**config.mk**
```make
export PLATFORM = sky130hd
export DESIGN_NAME = rlwc_top
export DESIGN_NICKNAME = d
export VERILOG_FILES = /design/src/hw/rlwc_pkg.sv /design/src/hw/rlwc_top.sv /design/src/hw/rlwc_lat.sv
export VERILOG_INCLUDE_DIRS = /design/src /design/src/hw
export SDC_FILE = /design/constraint.sdc
export NUM_CORES = 1
export LEC_CHECK = 0
export BUFFER_PORTS_ARGS = -buffer_cell sky130_fd_sc_hd__buf_2
export CAP_MARGIN = 40
export CORE_MARGIN = 2
export CORE_UTILIZATION = 58
export DETAILED_ROUTE_END_ITERATION = 10
export PLACE_DENSITY = 0.85
export SYNTH_ARGS = -nofsm -noshare
export SYNTH_HDL_FRONTEND = slang
export SYNTH_SLANG_ARGS = --single-unit
```
**constraint.sdc**
```tcl
create_clock -name sys_clk -period 8.15 [get_ports sys_clk]
set_input_delay 0.4075 -clock sys_clk [delete_from_list [all_inputs] [get_ports sys_clk]]
set_output_delay 0.4075 -clock sys_clk [all_outputs]
set_load 0.03 [all_outputs]
```
**src/hw/rlwc_defs.svh**
```systemverilog
// constants for the read latency and wrap configuration block
`ifndef RLWC_DEFS_SVH
`define RLWC_DEFS_SVH

// command opcodes
`define RLWC_OP_SET_PARAM 8'hc0
`define RLWC_OP_SET_BURST 8'h77
`define RLWC_OP_FAST_READ 8'h0b
`define RLWC_OP_QIO_READ 8'heb
`define RLWC_OP_QIO_READ4 8'hec
`define RLWC_OP_WRAP_READ 8'h0c
`define RLWC_OP_DDR_FAST_READ 8'h0d
`define RLWC_OP_DDR_QIO_READ 8'hed
`define RLWC_OP_DDR_WRAP_READ 8'h0e

// field positions in the read parameter byte
`define RLWC_DUMMY_HI 6
`define RLWC_DUMMY_LO 4
`define RLWC_WRAP_HI 1
`define RLWC_WRAP_LO 0

// reset values
`define RLWC_PARAM_RESET 8'h00
`define RLWC_BURST_RESET 3'h1

// dummy cycle figures and wrap base length in bytes
`define RLWC_SPI_MIN_DUMMY 5'h06
`define RLWC_DDR_MIN_DUMMY 5'h08
`define RLWC_FIXED_DUMMY 5'h08
`define RLWC_WRAP_BASE_BYTES 7'h08

// serial framing counts (last clock edge index, one less than the edges)
`define RLWC_OP_EDGES_SPI 4'h7
`define RLWC_OP_EDGES_QPI 4'h1
`define RLWC_SKIP_NIB_3B 4'h5
`define RLWC_SKIP_NIB_4B 4'h7

`endif

```
**src/hw/rlwc_pkg.sv**
```systemverilog
// types shared by the read latency and wrap configuration block
package rlwc_pkg;

  // stored configuration: read parameter byte and burst wrap bits
  typedef struct packed {
    logic [7:0] read_parameter;
    logic [2:0] spi_burst_bits;
  } rlwc_cfg_t;

  // latency and wrap answer for one read opcode
  typedef struct packed {
    logic [4:0] dummy;
    logic mode_in_dummy;
    logic configurable;
    logic wrap_en;
    logic [6:0] wrap_bytes;
  } rlwc_lat_t;

  // serial command decoder states
  typedef enum logic [2:0] {
    RLWC_IDLE,
    RLWC_OPCODE,
    RLWC_SKIP,
    RLWC_DATA,
    RLWC_DONE
  } rlwc_state_t;

endpackage

```
**src/hw/rlwc_top.sv**
```systemverilog
// read parameter and burst wrap configuration loaded over the serial pins
`timescale 1ns/1ns
`default_nettype none
`include "rlwc_defs.svh"

module rlwc_top import rlwc_pkg::*; (
  // clock and reset
  input wire logic sys_clk,
  input wire logic nrst,
  // serial pins
  input wire logic sclk,
  input wire logic cs_n,
  input wire logic [3:0] io_in,
  // device mode and reset request
  input wire logic four_wire_command_mode,
  input wire logic four_byte_addr,
  input wire logic soft_reset,
  // read query from the read path
  input wire logic [7:0] rd_opcode,
  input wire logic [31:0] rd_addr,
  // read answer
  output logic [4:0] rd_dummy,
  output logic rd_mode_in_dummy,
  output logic rd_configurable,
  output logic rd_wrap_en,
  output logic [6:0] rd_wrap_bytes,
  output logic [31:0] rd_next_addr,
  // stored state
  output logic [7:0] read_parameter,
  output logic [2:0] spi_burst_bits
);

  // reset release through two flops
  logic rst_meta;
  logic rst_n;

  always_ff @(posedge sys_clk or negedge nrst) begin
    if (!nrst) begin
      rst_meta <= 1'b0;
      rst_n <= 1'b0;
    end else begin
      rst_meta <= 1'b1;
      rst_n <= rst_meta;
    end
  end

  // pin synchronisers; the extra clock stage only feeds edge detection
  logic [5:0] pin_meta;
  logic [5:0] pin_sync;
  logic sclk_last;

  always_ff @(posedge sys_clk or negedge rst_n) begin
    if (!rst_n) begin
      // idle levels: clock low, chip select high, so no false frame after reset
      pin_meta <= 6'h00;
      pin_sync <= 6'h00;
      sclk_last <= 1'b0;
    end else begin
      pin_meta <= {sclk, io_in, ~cs_n};
      pin_sync <= pin_meta;
      sclk_last <= pin_sync[5];
    end
  end

  logic sel;
  logic [3:0] io_s;
  logic sclk_rise;

  // frame active and rising serial clock seen at sys_clk rate
  // each sclk level must last a few sys_clk periods or its edge is lost
  assign sel = pin_sync[0];
  assign io_s = pin_sync[4:1];
  assign sclk_rise = pin_sync[5] && !sclk_last;

  // decoder and configuration state
  rlwc_state_t state;
  rlwc_state_t next_state;
  logic [3:0] cnt;
  logic [3:0] next_cnt;
  logic [7:0] shreg;
  logic [7:0] next_shreg;
  logic qpi_cmd;
  logic next_qpi_cmd;
  logic kind_burst;
  logic next_kind_burst;
  logic pend;
  logic next_pend;
  logic [7:0] pend_val;
  logic [7:0] next_pend_val;
  rlwc_cfg_t cfg;
  rlwc_cfg_t next_cfg;

  // shift value for the current lane width
  function automatic logic [7:0] rlwc_shift(input logic [7:0] s, input logic [3:0] io, input logic wide);
    rlwc_shift = wide ? {s[3:0], io} : {s[6:0], io[0]};
  endfunction

  // last edge index of one byte for the lane width
  function automatic logic [3:0] rlwc_last(input logic wide);
    rlwc_last = wide ? `RLWC_OP_EDGES_QPI : `RLWC_OP_EDGES_SPI;
  endfunction

  logic wide_data;
  logic [3:0] skip_last;
  logic [7:0] op_now;

  assign wide_data = qpi_cmd || kind_burst;
  assign skip_last = four_byte_addr ? `RLWC_SKIP_NIB_4B : `RLWC_SKIP_NIB_3B;
  assign op_now = rlwc_shift(shreg, io_s, qpi_cmd);

  // next values of the serial decoder and stored settings
  always_comb begin
    next_state = state;
    next_cnt = cnt;
    next_shreg = shreg;
    next_qpi_cmd = qpi_cmd;
    next_kind_burst = kind_burst;
    next_pend = pend;
    next_pend_val = pend_val;
    next_cfg = cfg;
    if (!sel) begin
      // a frame cut before its last data bit leaves pend low
      // commit only at frame end
      if (pend) begin
        if (kind_burst) begin
          next_cfg.spi_burst_bits = pend_val[6:4];
        end else if (qpi_cmd) begin
          next_cfg.read_parameter = pend_val;
        end else begin
          next_cfg.read_parameter[`RLWC_DUMMY_HI:`RLWC_DUMMY_LO] =
            pend_val[`RLWC_DUMMY_HI:`RLWC_DUMMY_LO];
        end
      end
      next_pend = 1'b0;
      next_state = RLWC_IDLE;
    end else begin
      unique case (state)
        RLWC_IDLE: begin
          // command lane width is latched for the whole frame; burst frames switch to quad after the opcode
          next_state = RLWC_OPCODE;
          next_cnt = 4'h0;
          next_shreg = 8'h00;
          next_qpi_cmd = four_wire_command_mode;
          next_kind_burst = 1'b0;
        end
        RLWC_OPCODE: begin
          if (sclk_rise) begin
            next_shreg = op_now;
            next_cnt = cnt + 4'h1;
            if (cnt == rlwc_last(qpi_cmd)) begin
              next_cnt = 4'h0;
              if (op_now == `RLWC_OP_SET_PARAM) begin
                next_state = RLWC_DATA;
              end else if (op_now == `RLWC_OP_SET_BURST && !qpi_cmd) begin
                // burst bits follow a quad address slot
                next_kind_burst = 1'b1;
                next_state = RLWC_SKIP;
              end else begin
                next_state = RLWC_DONE;
              end
            end
          end
        end
        RLWC_SKIP: begin
          // address slot of the burst frame carries nothing we keep
          if (sclk_rise) begin
            next_cnt = cnt + 4'h1;
            if (cnt == skip_last) begin
              next_cnt = 4'h0;
              next_state = RLWC_DATA;
            end
          end
        end
        RLWC_DATA: begin
          if (sclk_rise) begin
            next_shreg = rlwc_shift(shreg, io_s, wide_data);
            next_cnt = cnt + 4'h1;
            if (cnt == rlwc_last(wide_data)) begin
              next_pend = 1'b1;
              next_pend_val = rlwc_shift(shreg, io_s, wide_data);
              next_state = RLWC_DONE;
            end
          end
        end
        RLWC_DONE: begin
          // remaining clocks of the frame are ignored
          next_state = RLWC_DONE;
        end
        // unused state codes wait quietly for the frame to end
        default: begin
          next_state = RLWC_DONE;
        end
      endcase
    end
    // applied last so it wins over a commit in the same cycle
    // soft reset restores both settings to their reset values, drops pend and parks the decoder
    if (soft_reset) begin
      next_cfg.read_parameter = `RLWC_PARAM_RESET;
      next_cfg.spi_burst_bits = `RLWC_BURST_RESET;
      next_pend = 1'b0;
      next_state = sel ? RLWC_DONE : RLWC_IDLE;
    end
  end

  // register the decoder; a mode switch never touches cfg
  // settings kept across modes
  always_ff @(posedge sys_clk or negedge rst_n) begin
    if (!rst_n) begin
      state <= RLWC_IDLE;
      cnt <= 4'h0;
      shreg <= 8'h00;
      qpi_cmd <= 1'b0;
      kind_burst <= 1'b0;
      pend <= 1'b0;
      pend_val <= 8'h00;
      cfg.read_parameter <= `RLWC_PARAM_RESET;
      cfg.spi_burst_bits <= `RLWC_BURST_RESET;
    end else begin
      state <= next_state;
      cnt <= next_cnt;
      shreg <= next_shreg;
      qpi_cmd <= next_qpi_cmd;
      kind_burst <= next_kind_burst;
      pend <= next_pend;
      pend_val <= next_pend_val;
      cfg <= next_cfg;
    end
  end

  // lookup of latency and wrap for the queried opcode
  rlwc_lat_t lat;
  logic [31:0] lat_next_addr;

  rlwc_lat u_lat (
    .cfg(cfg),
    .four_wire_command_mode(four_wire_command_mode),
    .opcode(rd_opcode),
    .addr(rd_addr),
    .lat(lat),
    .next_addr(lat_next_addr)
  );

  // registered answer, one cycle after the query
  // the lookup is combinational; the flop keeps it off the read path timing
  rlwc_lat_t next_ans;
  rlwc_lat_t ans;
  logic [31:0] next_ans_addr;
  logic [31:0] ans_addr;

  always_comb begin
    next_ans = lat;
    next_ans_addr = lat_next_addr;
  end

  always_ff @(posedge sys_clk or negedge rst_n) begin
    if (!rst_n) begin
      ans <= '0;
      ans_addr <= 32'h0;
    end else begin
      ans <= next_ans;
      ans_addr <= next_ans_addr;
    end
  end

  // outputs
  assign rd_dummy = ans.dummy;
  assign rd_mode_in_dummy = ans.mode_in_dummy;
  assign rd_configurable = ans.configurable;
  assign rd_wrap_en = ans.wrap_en;
  assign rd_wrap_bytes = ans.wrap_bytes;
  assign rd_next_addr = ans_addr;
  assign read_parameter = cfg.read_parameter;
  assign spi_burst_bits = cfg.spi_burst_bits;

endmodule // rlwc_top
`default_nettype wire

```
**src/hw/rlwc_lat.sv**
```systemverilog
// latency and wrap lookup for the configurable read opcodes
`timescale 1ns/1ns
`default_nettype none
`include "rlwc_defs.svh"

module rlwc_lat import rlwc_pkg::*; (
  // configuration and request
  input wire rlwc_cfg_t cfg,
  input wire logic four_wire_command_mode,
  input wire logic [7:0] opcode,
  input wire logic [31:0] addr,
  // answer
  output rlwc_lat_t lat,
  output logic [31:0] next_addr
);

  // dummy count for codes above the floor: two per step plus two
  function automatic logic [4:0] rlwc_scaled(input logic [2:0] code, input logic [4:0] floor);
    logic [4:0] v;
    v = {1'b0, code, 1'b0} + 5'h02;
    rlwc_scaled = (v < floor) ? floor : v;
  endfunction

  // wrap length in bytes from a two bit code
  function automatic logic [6:0] rlwc_bytes(input logic [1:0] code);
    rlwc_bytes = `RLWC_WRAP_BASE_BYTES << code;
  endfunction

  logic [2:0] code;
  logic [6:0] mask;

  assign code = cfg.read_parameter[`RLWC_DUMMY_HI:`RLWC_DUMMY_LO];
  assign mask = lat.wrap_bytes - 7'h01;

  // opcode and mode select the latency table and wrap source
  always_comb begin
    lat = '0;
    lat.dummy = `RLWC_FIXED_DUMMY;
    if (four_wire_command_mode) begin
      unique case (opcode)
        `RLWC_OP_FAST_READ, `RLWC_OP_QIO_READ, `RLWC_OP_WRAP_READ: begin
          lat.configurable = 1'b1;
          lat.dummy = rlwc_scaled(code, 5'h02);
        end
        `RLWC_OP_DDR_FAST_READ, `RLWC_OP_DDR_QIO_READ, `RLWC_OP_DDR_WRAP_READ: begin
          lat.configurable = 1'b1;
          lat.dummy = rlwc_scaled(code, `RLWC_DDR_MIN_DUMMY);
        end
        default: lat.configurable = 1'b0;
      endcase
      lat.mode_in_dummy = (opcode == `RLWC_OP_DDR_QIO_READ);
      lat.wrap_en = (opcode == `RLWC_OP_WRAP_READ) || (opcode == `RLWC_OP_DDR_WRAP_READ);
      lat.wrap_bytes = rlwc_bytes(cfg.read_parameter[`RLWC_WRAP_HI:`RLWC_WRAP_LO]);
    end else begin
      unique case (opcode)
        `RLWC_OP_QIO_READ, `RLWC_OP_QIO_READ4: begin
          lat.configurable = 1'b1;
          lat.dummy = rlwc_scaled(code, `RLWC_SPI_MIN_DUMMY);
        end
        `RLWC_OP_DDR_QIO_READ: begin
          lat.configurable = 1'b1;
          lat.dummy = rlwc_scaled(code, `RLWC_DDR_MIN_DUMMY);
        end
        default: lat.configurable = 1'b0;
      endcase
      // wrap from burst bits, low bit disables
      lat.wrap_en = lat.configurable && !cfg.spi_burst_bits[0];
      lat.wrap_bytes = rlwc_bytes(cfg.spi_burst_bits[2:1]);
    end
  end

  always_comb begin
    if (lat.wrap_en) begin
      next_addr = (addr & ~{25'h0, mask}) | ((addr + 32'h1) & {25'h0, mask});
    end else begin
      next_addr = addr + 32'h1;
    end
  end

endmodule // rlwc_lat
`default_nettype wire

```
* After elaboration in Yosys (flattened, before gate mapping)
Index checks and enable logic that the tools add are counted.
** Word-level totals
- Bits of input ports :: 51
- Register bits after elaboration :: 98
- Word-level logic and storage cells :: 152
- Output and inout bits :: 58
** Operators by class
- Equal/unequal tests :: 32
- Add/sub/neg operators :: 4
- Reduce and logical (&&, ||, !) cells :: 30
- Mux-type cells :: 55
- Bitwise logic cells :: 5
- Order comparisons :: 3
- Shifts and indexed selects :: 2
** Operators with widths (number)
- 3-bit two-way mux :: 14
- 11-bit two-way mux :: 3
- 32-bit by 1-bit adder with 32-bit output (second input constant) :: 1
- 32-bit bitwise AND :: 1
- 32-bit by 7-bit bitwise AND with 32-bit output :: 1
- 8-bit by 4-bit equality test with 1-bit output (second input constant) :: 4
- 8-bit equality test (second input constant) :: 4
- 32-bit two-way mux :: 1
- 7-bit inverter with 32-bit output :: 1
- 32-bit bitwise OR :: 1
- 4-bit two-way mux :: 6
- 8-bit two-way mux :: 3
- 4-bit != test (second input constant) :: 6
- 7-bit one-hot mux with 3 select lines :: 1
- 5-bit two-way mux :: 4
- 5-bit one-hot mux with 2 select lines :: 2
- 2-bit != test (second input constant) :: 8
- 4-bit one-hot mux with 4 select lines :: 1
- 1-bit two-way mux :: 14
- 7-bit two-way mux :: 2
- 4-bit by 2-bit << shifter with 7-bit output (first input constant) :: 2
- 4-bit by 3-bit equality test with 1-bit output :: 3
- 3-bit one-hot mux with 4 select lines :: 1
- 4-bit AND reduction :: 3
- 28 further kinds :: 44

* Longest topological paths before layout
Gate-level depths: netlist (run 1).
- Depth in word-level cells :: 11
- Gate-level depth with buffers :: 7
- Depth with buffers taken out :: 6

* By module
A second synthesis (run 1) with hierarchy kept.
** Unflattened totals
- Cells, all modules :: 459
- Area, all modules :: 4859.7 um2
** By module, submodules not included
- rlwc_top :: cells an instance 261, area an instance 3539.6 um2, instances 1, sequential area each 2453.6 um2
- rlwc_lat :: cells an instance 198, area an instance 1320.0 um2, instances 1, sequential area each 0.0 um2

* Worst setup path after synthesis (run 1)
No wires, ideal clock.
- Kind :: input -> register
- Start :: input port rd_opcode[5]
- End :: register ans (netlist bit rd_dummy[1])
- Required time :: 8.072 ns
- Buffers on the path :: 0
- Cell stages on the path :: 5
- Library setup time :: 0.078 ns
- Setup slack :: 6.217 ns
- Data arrival time :: 1.855 ns
- Path through :: or4_4 and2_4 or3_4 o31ai_1 o2bb2ai_1
** RTL lines
- start, declared :: RTL line rlwc_top.sv:19 : input wire logic [7:0] rd_opcode,
- end signal, assigned :: RTL line rlwc_top.sv:260 : ans <= next_ans;
- end, declared :: RTL line rlwc_top.sv:246 : rlwc_lat_t ans;

* Final worst setup path (run 1)
- Start :: register state[0]
- End :: register shreg[3]
** Between the ends
- Word-level cells in the longest chain between the ends :: 3
- Elaborated cells on any way between the ends :: 8
- Those cells by class :: 4 x eq/ne; 1 x mux; 3 x reduce/logical
** RTL lines
- start, declared :: RTL line rlwc_top.sv:76 : rlwc_state_t state;
- start signal, assigned :: RTL line rlwc_top.sv:219 : state <= next_state;
- 3-bit by 1-bit equality test with 1-bit output, or another cell as far along :: RTL line rlwc_top.sv:137 : unique case (state)
- 2-bit != test (no line) / 3-bit nonzero test (equally long branches)
- 4-bit AND reduction (no line)
- end signal, assigned :: RTL line rlwc_top.sv:221 : shreg <= next_shreg;
- end, declared :: RTL line rlwc_top.sv:80 : logic [7:0] shreg;
Parallel ways exist; a longest one is shown, timed or not.
A chain may end at the register's enable or synchronous reset.

==> reports/qor.txt, run 1 <==
Fillers: 587
diode count: 0
routed wl met2: 5060 um
Final Hold Vio Count: 0
die span in y: 92.7 um
die width: 92.7 um
# IOs: 109
CP peak stage delay: 0.62 ns
register area: 0.00236 mm2
Cell variety after synth: 65
Final nets: 595
P_leak: 2.47 nW
sequential area share after synthesis: 51.6%
die area: 0.00858 mm2
Core Area: 0.00769 mm2
vias per std cell: 5.76
number of synthesized flops with an enable pin: 0
post-synth top area share: 51.1%
residual DRC count: 0
worst-margin pin slew: 0.956 ns
DRT iter0 DRCs: 241
Clk Tree Root Cell: clkbuf_8
synth top area cells: dfrtp_1 51%, xnor2_1 5.8%, mux2i_1 4.6%
area of the multi-input gates: 0.00209 mm2
synthesized flop and latch total: 94
routed length on met3: 572 um
uppermost layer routed: met4
num rows: 32
Worst VDD drop: 0.000119 V
area leader, netlist: dfrtp_1
cts bufs inserted: 9
post-CTS resize count: 0
M1 WL: 4240 um
nature of the critical path endpoint: flip-flop
Reg clk slew, reported paths: 0.09 ns
Max-slew headroom: 35.7%
Max Cap Viol: 0
ANT nets after route: 0
share of layout cells above drive strength 1: 25.5%
gp weighted congestion: 0.951
Cells after Synth: 434
Tcrit/Tclk final: 28.8%
count of input and output buffers: 104
post-synthesis cell area: 0.00456 mm2
total grt overflow: 0
most frequent cells after synthesis: 93 x dfrtp_1, 37 x nand2_1, 30 x nor2_1, 30 x xnor2_1, 22 x a21oi_1
CP cell instances: or2_2, a211oi_1, o21ai_1, o31ai_1
Max Slew Vio Count: 0
Buffers & Inverters on Critical Path: 0
routed via count: 3725
Worst EP arrival: 2.61 ns
setup TNS: 0 ns
worst min path class: primary input to flip-flop
Final HPWL DP: 7540 um
CP max FO: 11
CTS sink count: 94
fin crit period: 2.35 ns
worst setup path category: flip-flop to flip-flop
# setup viols final: 0
PwrDens: 169 mW/mm2
CP delay by family, top: compound AO/OA/AOI/OAI gates
area of placed instances: 0.00516 mm2
antenna violations before repair: 0
Main synth FF type: dfrtp_1
slowest CP cell: a211oi_1
area grow syn2layout: 17.4%
number of global-route vias before repair: 3470
Clock Latency Late Sink: 0.37 ns
H-tree depth: 3
Clock Skew: 0.0127 ns
Avg Inst Size Synth: 10.5 um2
status: complete, no violations
Worst setup SP type: flip-flop
largest net degree at the start of global routing: 64
Avg WL per Cell: 15.6 um
first-pass GRT wire length: 16300 um
worst path required time: 8.41 ns
Total GRT Usage: 24.1%
YS warnings: 0
CTS Buffer Depth: 2
Initial Utilization: 59.3%
Max Freq: 426 MHz
top-count cell post-synth: dfrtp_1
CTS tree: done
design area: 0.00535 mm2
RSZ-0062 raised after global routing: false
asr flop ratio synth: 100%
Pre-Repair DR Iteration Count: 5
routed wire length: 10100 um
-- per-stage QoR --
step                      setup slack [ns]  hold WS, ns  std cells  utilization, %  total power [mW]
after floorplan                       5.34        0.112        437               -             0.581
after global placement                5.97        0.192        630            67.1             0.619
after detailed placement              5.86        0.197        630            67.1             0.623
after CTS                             5.83        0.134        647            69.6             0.909
after global routing                  5.66        0.134        647            69.6             0.945
final                                 5.80        0.143        647            69.6             0.904
-- metal layers --
metal  up-vias  global-route usage (%)
met2       142                    38.3
met1      1811                    33.0
li1       1749                       -
met4         0                    10.5
met3        23                    3.99
met5         -                       0
-- logic make-up (layout without fill, tap and decap cells) --
kind of cell | count (synthesis) | after routing | synth area share (%)
flip-flops | 94 | 94 | 51.6
other | 2 | 5 | 0.165
multiplexers | 26 | 26 | 5.85
AO/OA/AOI/OAI | 80 | 80 | 11.6
AND/OR/NAND/NOR | 169 | 169 | 20.8
adder cells (fa/ha/maj) | 4 | 4 | 1.10
buffers and inverters | 27 | 135 | 2.69
XOR/XNOR | 32 | 32 | 6.15
-- placed cells by master, fill, tap and decap left out, types with 4 or more instances in the layout --
cell type    n
a21oi_1     22
and2_1       5
and3_1      10
buf_2      104
clkbuf_8    10
conb_1       5
dfrtp_1     92
ha_1         4
inv_1       12
mux2_2       5
mux2i_1     21
nand2_1     37
nand2b_1    15
nand3_1     19
nand4_1      7
nor2_1      30
nor2b_1      4
nor3_1       6
nor4_1       5
o21ai_0     21
o31ai_1      4
or3_1        4
xnor2_1     30
-- worst paths after layout --
check / from / to / slack (ns) / depth (start not counted)
max in group asynchronous: rst_n$_DFF_PN0_ / cnt[0]$_DFFE_PN0P_ / 6.78 / 1
hold reg to reg: rst_n$_DFF_PN0_ / rd_next_addr[26]$_DFF_PN0_ / 0.25 / 0
min in group asynchronous: rst_n$_DFF_PN0_ / rd_next_addr[26]$_DFF_PN0_ / 0.25 / 0
setup reg to reg: state[0]$_DFFE_PN0P_ / shreg[3]$_DFFE_PN0P_ / 5.80 / 4
hold / removal: io_in[0] / pin_meta[1]$_DFF_PN0_ / 0.14 / 1
setup / recovery: state[0]$_DFFE_PN0P_ / shreg[3]$_DFFE_PN0P_ / 5.80 / 4
-- power by group --
group / internal [mW] / switching, mW / total [mW]
Clock: 0.123 / 0.166 / 0.289
Sequential: 0.482 / 0.0150 / 0.497
Combinational: 0.0431 / 0.0745 / 0.118
-- state kept, by name, summed over array words and instances (netlist names) --
register          count
rd_wrap_bytes         4
rst_n                 1
state                 3
pend                  1
rd_mode_in_dummy      1
pin_meta              6
pin_sync              6
spi_burst_bits        3
rd_next_addr         32
rst_meta              1
pend_val              8
rd_wrap_en            1
kind_burst            1
rd_dummy              4
qpi_cmd               1
shreg                 7
cnt                   4
sclk_last             1
read_parameter        8
rd_configurable       1
-- timing repair --
action                    in CTS  in global routing
buffers inserted               0                  0
hold buffers                   1                  0
hold endpoints to repair       2                  0
-- cell type report --
cell class | count | area share [%]
tap | 102 | 2.38
inverter | 12 | 0.842
clock buffer | 11 | 2.64
sequential | 94 | 44.0
multi-input combinational | 316 | 39.1
clock inverter | 5 | 0.795
timing repair buffer | 107 | 10.2
(Power assumes the default switching activity.)
==> run 2, diff against run 1 <==
--- a/config.mk
+++ b/config.mk
@@ -9,9 +9,9 @@
 export BUFFER_PORTS_ARGS = -buffer_cell sky130_fd_sc_hd__buf_2
 export CAP_MARGIN = 40
 export CORE_MARGIN = 2
-export CORE_UTILIZATION = 58
+export CORE_UTILIZATION = 54
 export DETAILED_ROUTE_END_ITERATION = 10
-export PLACE_DENSITY = 0.85
+export PLACE_DENSITY = 0.8
 export SYNTH_ARGS = -nofsm -noshare
 export SYNTH_HDL_FRONTEND = slang
 export SYNTH_SLANG_ARGS = --single-unit
==> constraint.sdc (replaced) <==
create_clock -name sys_clk -period 2.5 [get_ports sys_clk]
set_input_delay 0.125 -clock sys_clk [delete_from_list [all_inputs] [get_ports sys_clk]]
set_output_delay 0.125 -clock sys_clk [all_outputs]
set_load 0.03 [all_outputs]
==> run 2 against run 1 <==
  * Critical path type is now primary input to flip-flop
  * Final area increased by 8.0%
  * Clock skew grew 0.0033 ns
  * Combinational power increased to 3.7 times the previous value
  * Setup slack worse by 5.5 ns
  * Sequential share of layout area decreased by 3.3 points
  * Sequential cell count is the same
  * Highest routed layer unchanged
  * Global-route usage up 1.8 points
  * Sequential power grew to 3.3 times the previous value
  * Count of clock-buffer cells in the layout decreased by 2
  * Register-to-register slack got worse by 5.4 ns
  * Critical path depth grew 3
  * Die area up 7.1%
==> reports/qor.txt, run 2 (same netlist as run 1, synthesis figures left out) <==
worst min path class: primary input to async pin (was primary input to flip-flop)
Clk Tree Root Cell: clkbuf_8 (unchanged)
Fillers: 601 (was 587)
RR Endpoint: cnt[2]$_DFFE_PN0P_ (was shreg[3]$_DFFE_PN0P_)
Max Freq: 460 MHz
Worst VDD drop: 0.000410 V (was 0.000119 V)
nature of the critical path endpoint: flip-flop (unchanged)
PwrDens: 525 mW/mm2 (was 169 mW/mm2)
H-tree depth: 3 (unchanged)
status: complete, no violations (unchanged)
routed via count: 3988 (was 3725)
Max Cap Viol: 0 (unchanged)
Clock Latency Late Sink: 0.37 ns (about the same)
antenna violations before repair: 0 (unchanged)
max reg flops: 32 (unchanged)
share of layout cells above drive strength 1: 24.5% (was 25.5%)
Total GRT Usage: 25.9% (was 24.1%)
die span in y: 95.9 um (was 92.7 um)
# setup viols final: 0 (unchanged)
count of input and output buffers: 104 (unchanged)
area of placed instances: 0.00520 mm2 (was 0.00516 mm2)
cts bufs inserted: 9 (unchanged)
Core Area: 0.00822 mm2 (was 0.00769 mm2)
CTS tree: done (unchanged)
gp weighted congestion: 0.826 (was 0.951)
die area: 0.00919 mm2 (was 0.00858 mm2)
total grt overflow: 0 (unchanged)
design area: 0.00578 mm2 (was 0.00535 mm2)
Final Hold Vio Count: 0 (unchanged)
Worst EP arrival: 2.46 ns (was 2.61 ns)
RSZ-0062 raised after global routing: false (unchanged)
die width: 95.9 um (was 92.7 um)
DRT iter0 DRCs: 206 (was 241)
Pre-Repair DR Iteration Count: 5 (unchanged)
worst path required time: 2.79 ns (was 8.41 ns)
worst-margin pin slew: 0.793 ns (was 0.956 ns)
diode count: 0 (unchanged)
setup TNS: 0 ns (unchanged)
Avg WL per Cell: 16.6 um (was 15.6 um)
Cell Count, Final, Fillers Out: 692 (was 647)
largest net degree at the start of global routing: 49 (was 64)
R2R depth: 5 (was 4)
reg2reg setup slack: 0.41 ns (was 5.80 ns)
leading cell type in the layout, fill and taps excluded: buf_2 (unchanged)
CP max FO: 9 (was 11)
fin crit period: 2.17 ns
Max Slew Vio Count: 0 (unchanged)
num rows: 33 (was 32)
most frequent cells in the layout: 104 x buf_2, 92 x dfrtp_1, 39 x dlygate4sd3_1, 37 x nand2_1 (was 104 x buf_2, 92 x dfrtp_1, 37 x nand2_1, 30 x nor2_1, 30 x xnor2_1)
Reg clk slew, reported paths: 0.10 ns (was 0.09 ns)
Initial Utilization: 55.5% (was 59.3%)
Clock Skew: 0.0160 ns (was 0.0127 ns)
Final nets: 637 (was 595)
Cells after DPL: 637 (was 630)
worst setup path category: primary input to flip-flop (was flip-flop to flip-flop)
worst flop-to-flop path startpoint: qpi_cmd$_DFFE_PN0P_ (was state[0]$_DFFE_PN0P_)
Critical Path Sink: rd_next_addr[25]$_DFF_PN0_ (was shreg[3]$_DFFE_PN0P_)
residual DRC count: 0 (unchanged)
first-pass GRT wire length: 18200 um (was 16300 um)
number of global-route vias before repair: 3867 (was 3470)
CTS sink count: 94 (unchanged)
P_leak: 2.65 nW (was 2.47 nW)
Max-slew headroom: 46.7% (was 35.7%)
# IOs: 109 (unchanged)
vias per std cell: 5.76 (about the same)
ANT nets after route: 0 (unchanged)
Worst setup SP type: primary input (was flip-flop)
area grow syn2layout: 26.9% (was 17.4%)
Final HPWL DP: 7430 um (was 7540 um)
final hold slack: 0.0821 ns (was 0.143 ns)
CTS Buffer Depth: 2 (unchanged)
crit path from: rd_addr[4] (was state[0]$_DFFE_PN0P_)
routed wire length: 11500 um (was 10100 um)
Tcrit/Tclk final: 86.9%
[run 2: power by group]
part	switching [mW]	internal (mW)	leakage, nW	total [mW]
combinational	0.254	0.186	1.37	0.440
clock	0.587	0.382	0.0899	0.969
sequential	0.0564	1.57	1.18	1.63
total	0.898	2.14	2.65	3.04
[run 2: timing repair]
action / CTS / global route
gates resized for setup: 0 / 0
hold buffers: 39 / 0
hold endpoints to repair: 40 / 0
setup buffers: 0 / 0
[run 2: worst min path at each step]
stage	start	endpoint	slack (ns)	cells past startpoint
after floorplan	nrst	rst_meta$_DFF_PN0_	-0.17	0
after global placement	nrst	rst_meta$_DFF_PN0_	-0.09	1
after detailed placement	nrst	rst_meta$_DFF_PN0_	-0.09	1
after CTS	nrst	rst_n$_DFF_PN0_	0.05	2
after global routing	nrst	rst_meta$_DFF_PN0_	0.07	2
final	nrst	rst_meta$_DFF_PN0_	0.08	2
[run 2: final cells by class]
class                      count  area (um2)  area share (%)
inverter                      12        45.0           0.779
sequential                    94        2360            40.8
clock buffer                   9         124            2.14
clock inverter                 7        63.8            1.10
multi-input combinational    316        2090            36.2
tap                          105         131            2.27
timing repair buffer         149         968            16.7
[run 2: stage by stage]
stage               utilization, %  setup WS, ns  power [mW]
finish                        70.4         0.328        3.04
global placement              63.3         0.550        2.03
global route                  70.4         0.243        3.18
detailed placement            63.3         0.481        2.04
floorplan                        -         0.647        1.89
CTS                           70.4         0.456        3.04
[run 2: metal layers]
layer  up-vias  track usage (%)  part of all wire [%]
li1       1829                -                     -
met1      1936             32.4                    39
met2       168             42.7                    51
met3        55             5.09                   5.6
met4         0             13.3                   4.3
met5         -                0                     0
[run 2: critical path: stages]
cell           delay, ns
dlygate4sd3_1       0.55
buf_2               0.14
and3_1              0.26
nand4_1             0.33
nor4_4              0.65
nand3_1             0.19
xnor2_1             0.21
==> run 3, diff against run 2 <==
--- a/config.mk
+++ b/config.mk
@@ -8,10 +8,12 @@
 export LEC_CHECK = 0
 export BUFFER_PORTS_ARGS = -buffer_cell sky130_fd_sc_hd__buf_2
 export CAP_MARGIN = 40
+export CELL_PAD_IN_SITES_DETAIL_PLACEMENT = 1
+export CELL_PAD_IN_SITES_GLOBAL_PLACEMENT = 1
 export CORE_MARGIN = 2
-export CORE_UTILIZATION = 54
+export CORE_UTILIZATION = 41
 export DETAILED_ROUTE_END_ITERATION = 10
-export PLACE_DENSITY = 0.8
+export PLACE_DENSITY_LB_ADDON = 0.1
 export SYNTH_ARGS = -nofsm -noshare
 export SYNTH_HDL_FRONTEND = slang
 export SYNTH_SLANG_ARGS = --single-unit
==> run 3 against run 2 <==
  * Critical path depth unchanged
  * Final area rose by 1.1%
  * Register-to-register slack gained 0.02 ns
  * Setup slack worse by 0.012 ns
  * Via count fell by 3.4%
  * Global-route usage decreased by 3.2 points
  * Wire length grew 11%
  * Fmax is 0.54% lower
  * Critical path type unchanged
==> reports/qor.txt, run 3 (same netlist as run 1, synthesis figures left out) <==
leading cell type in the layout, fill and taps excluded: buf_2 (unchanged)
# setup viols final: 0 (unchanged)
Max-slew headroom: 45.6% (was 46.7%)
Worst VDD drop: 0.000367 V (was 0.000410 V)
Comb power frac: 14.2% (was 14.5%)
most used cell, CP: nand4_1
switch share: 26.7% (was 29.5%)
Internal: 2.31 mW (was 2.14 mW)
num rows: 38 (was 33)
Final Hold Vio Count: 0 (unchanged)
Initial Utilization: 42.0% (was 55.5%)
Switching Power: 0.842 mW (was 0.898 mW)
clock share of power: 34.3% (was 31.9%)
Max Slew Vio Count: 0 (unchanged)
worst-margin pin slew: 0.809 ns (was 0.793 ns)
setup bufs post-CTS: 0 (unchanged)
post-CTS resize count: 0 (unchanged)
worst setup path category: primary input to flip-flop (unchanged)
Pre-Repair DR Iteration Count: 5 (unchanged)
# IOs: 109 (unchanged)
total grt overflow: 0 (unchanged)
first-pass GRT wire length: 20800 um (was 18200 um)
die width: 109 um (was 95.9 um)
CP delay by family, top: simple AND/OR/NAND/NOR gates (unchanged)
die area: 0.0120 mm2 (was 0.00919 mm2)
CTS Buffer Depth: 2 (unchanged)
area grow syn2layout: 28.3% (was 26.9%)
fin crit period: 2.18 ns (was 2.17 ns)
slowest CP cell: nor4_2 (was nor4_4)
worst path required time: 2.76 ns (was 2.79 ns)
Reg clk slew, reported paths: 0.08 ns (was 0.10 ns)
most frequent cells in the layout: 104 x buf_2, 92 x dfrtp_1, 39 x dlygate4sd3_1, 37 x nand2_1 (unchanged)
DRT iter0 DRCs: 140 (was 206)
antenna violations before repair: 0 (unchanged)
Final nets: 638 (was 637)
ANT nets after route: 0 (unchanged)
die span in y: 109 um (was 95.9 um)
Total GRT Usage: 22.7% (was 25.9%)
Tcrit/Tclk final: 87.4% (was 86.9%)
Worst EP arrival: 2.44 ns (was 2.46 ns)
share of layout cells above drive strength 1: 24.2% (was 24.5%)
Clock Latency Late Sink: 0.37 ns (about the same)
RSZ-0062 raised after global routing: false (unchanged)
Clock Skew: 0.00918 ns (was 0.0160 ns)
diode count: 0 (unchanged)
Buffers & Inverters on Critical Path: 2 (unchanged)
Worst setup SP type: primary input (unchanged)
PwrDens: 539 mW/mm2 (was 525 mW/mm2)
max reg flops: 32 (unchanged)
worst min path class: primary input to async pin (unchanged)
CP max FO: 7 (was 9)
CP cell instances: dlygate4sd3_1, buf_2, and3_1, nand4_1, nor4_2, nand4_1, xnor2_1 (was dlygate4sd3_1, buf_2, and3_1, nand4_1, nor4_4, nand3_1, xnor2_1)
largest net degree at the start of global routing: 39 (was 49)
Core Util, Final: 54.0% (was 70.4%)
vias per std cell: 5.31 (was 5.76)
CTS sink count: 94 (unchanged)
status: complete, no violations (unchanged)
Max Cap Viol: 0 (unchanged)
Fillers: 1239 (was 601)
routed via count: 3854 (was 3988)
Avg WL per Cell: 17.5 um (was 16.6 um)
H-tree depth: 3 (unchanged)
power share of the sequential group: 51.5% (was 53.6%)
residual DRC count: 0 (unchanged)
setup TNS: 0 ns (unchanged)
count of input and output buffers: 104 (unchanged)
Max Freq: 458 MHz (was 460 MHz)
Final HPWL DP: 8780 um (was 7430 um)
P_leak: 2.66 nW (was 2.65 nW)
Core Area: 0.0108 mm2 (was 0.00822 mm2)
CP peak stage delay: 0.70 ns (was 0.65 ns)
routed wire length: 12700 um (was 11500 um)
nature of the critical path endpoint: flip-flop (unchanged)
Clk Tree Root Cell: clkbuf_8 (unchanged)
CTS tree: done (unchanged)
gp weighted congestion: 0.893 (was 0.826)
number of global-route vias before repair: 4154 (was 3867)
cts bufs inserted: 9 (unchanged)
run 3: worst paths after layout:
path | startpoint | to | slack (ns) | depth (start not counted)
setup / recovery | rd_addr[3] | rd_next_addr[28]$_DFF_PN0_ | 0.32 | 7
hold reg to reg | rst_n$_DFF_PN0_ | pin_meta[0]$_DFF_PN0_ | 0.30 | 0
hold / removal | nrst | rst_n$_DFF_PN0_ | 0.08 | 2
min in group sys_clk | soft_reset | spi_burst_bits[2]$_DFFE_PN0P_ | 0.11 | 2
setup reg to reg | qpi_cmd$_DFFE_PN0P_ | cnt[2]$_DFFE_PN0P_ | 0.43 | 5
max in group asynchronous | rst_n$_DFF_PN0_ | rd_next_addr[17]$_DFF_PN0_ | 1.55 | 1
run 3: through the flow:
step | area, um2 | setup slack [ns] | std cells | power (mW) | hold WS, ns
floorplan | 4570 | 0.647 | 437 | 1.89 | -0.171
global placement | 5260 | 0.504 | 673 | 2.04 | -0.0893
detailed placement | 5260 | 0.437 | 673 | 2.05 | -0.0860
CTS | 5850 | 0.383 | 726 | 3.19 | 0.0314
global route | 5850 | 0.158 | 726 | 3.31 | 0.0459
finish | 5850 | 0.316 | 726 | 3.16 | 0.0760
run 3: layout make-up:
class	instances	area (um2)	share of cell area, %
Sequential cell	94	2360	40.3
Inverter	12	45.0	0.770
Clock inverter	4	75.1	1.28
Timing Repair Buffer	150	976	16.7
Clock buffer	10	128	2.18
Tap cell	140	175	2.99
Multi-Input combinational cell	316	2090	35.8
run 3: power groups by stage:
stage / clock network (mW) / logic [mW] / registers [mW]
after floorplan: 0 / 0.186 / 1.71
after detailed placement: 0 / 0.396 / 1.66
after global placement: 0 / 0.390 / 1.66
after CTS: 1.12 / 0.445 / 1.63
final: 1.08 / 0.447 / 1.63
after global routing: 1.19 / 0.485 / 1.64
run 3: metal layers:
metal,global-route usage [%],vias to the layer above,share of wire [%]
li1,-,1829,-
met3,6.46,14,5.3
met4,6.60,0,1.4
met2,37.5,94,50
met5,0,-,0
met1,29.0,1917,43
run 3: what timing repair did:
| action | 4_1_cts | 5_1_grt |
|---|---|---|
| hold buffers | 39 | 0 |
| endpoints found under the setup margin | 0 | 0 |
| hold endpoints to repair | 40 | 0 |
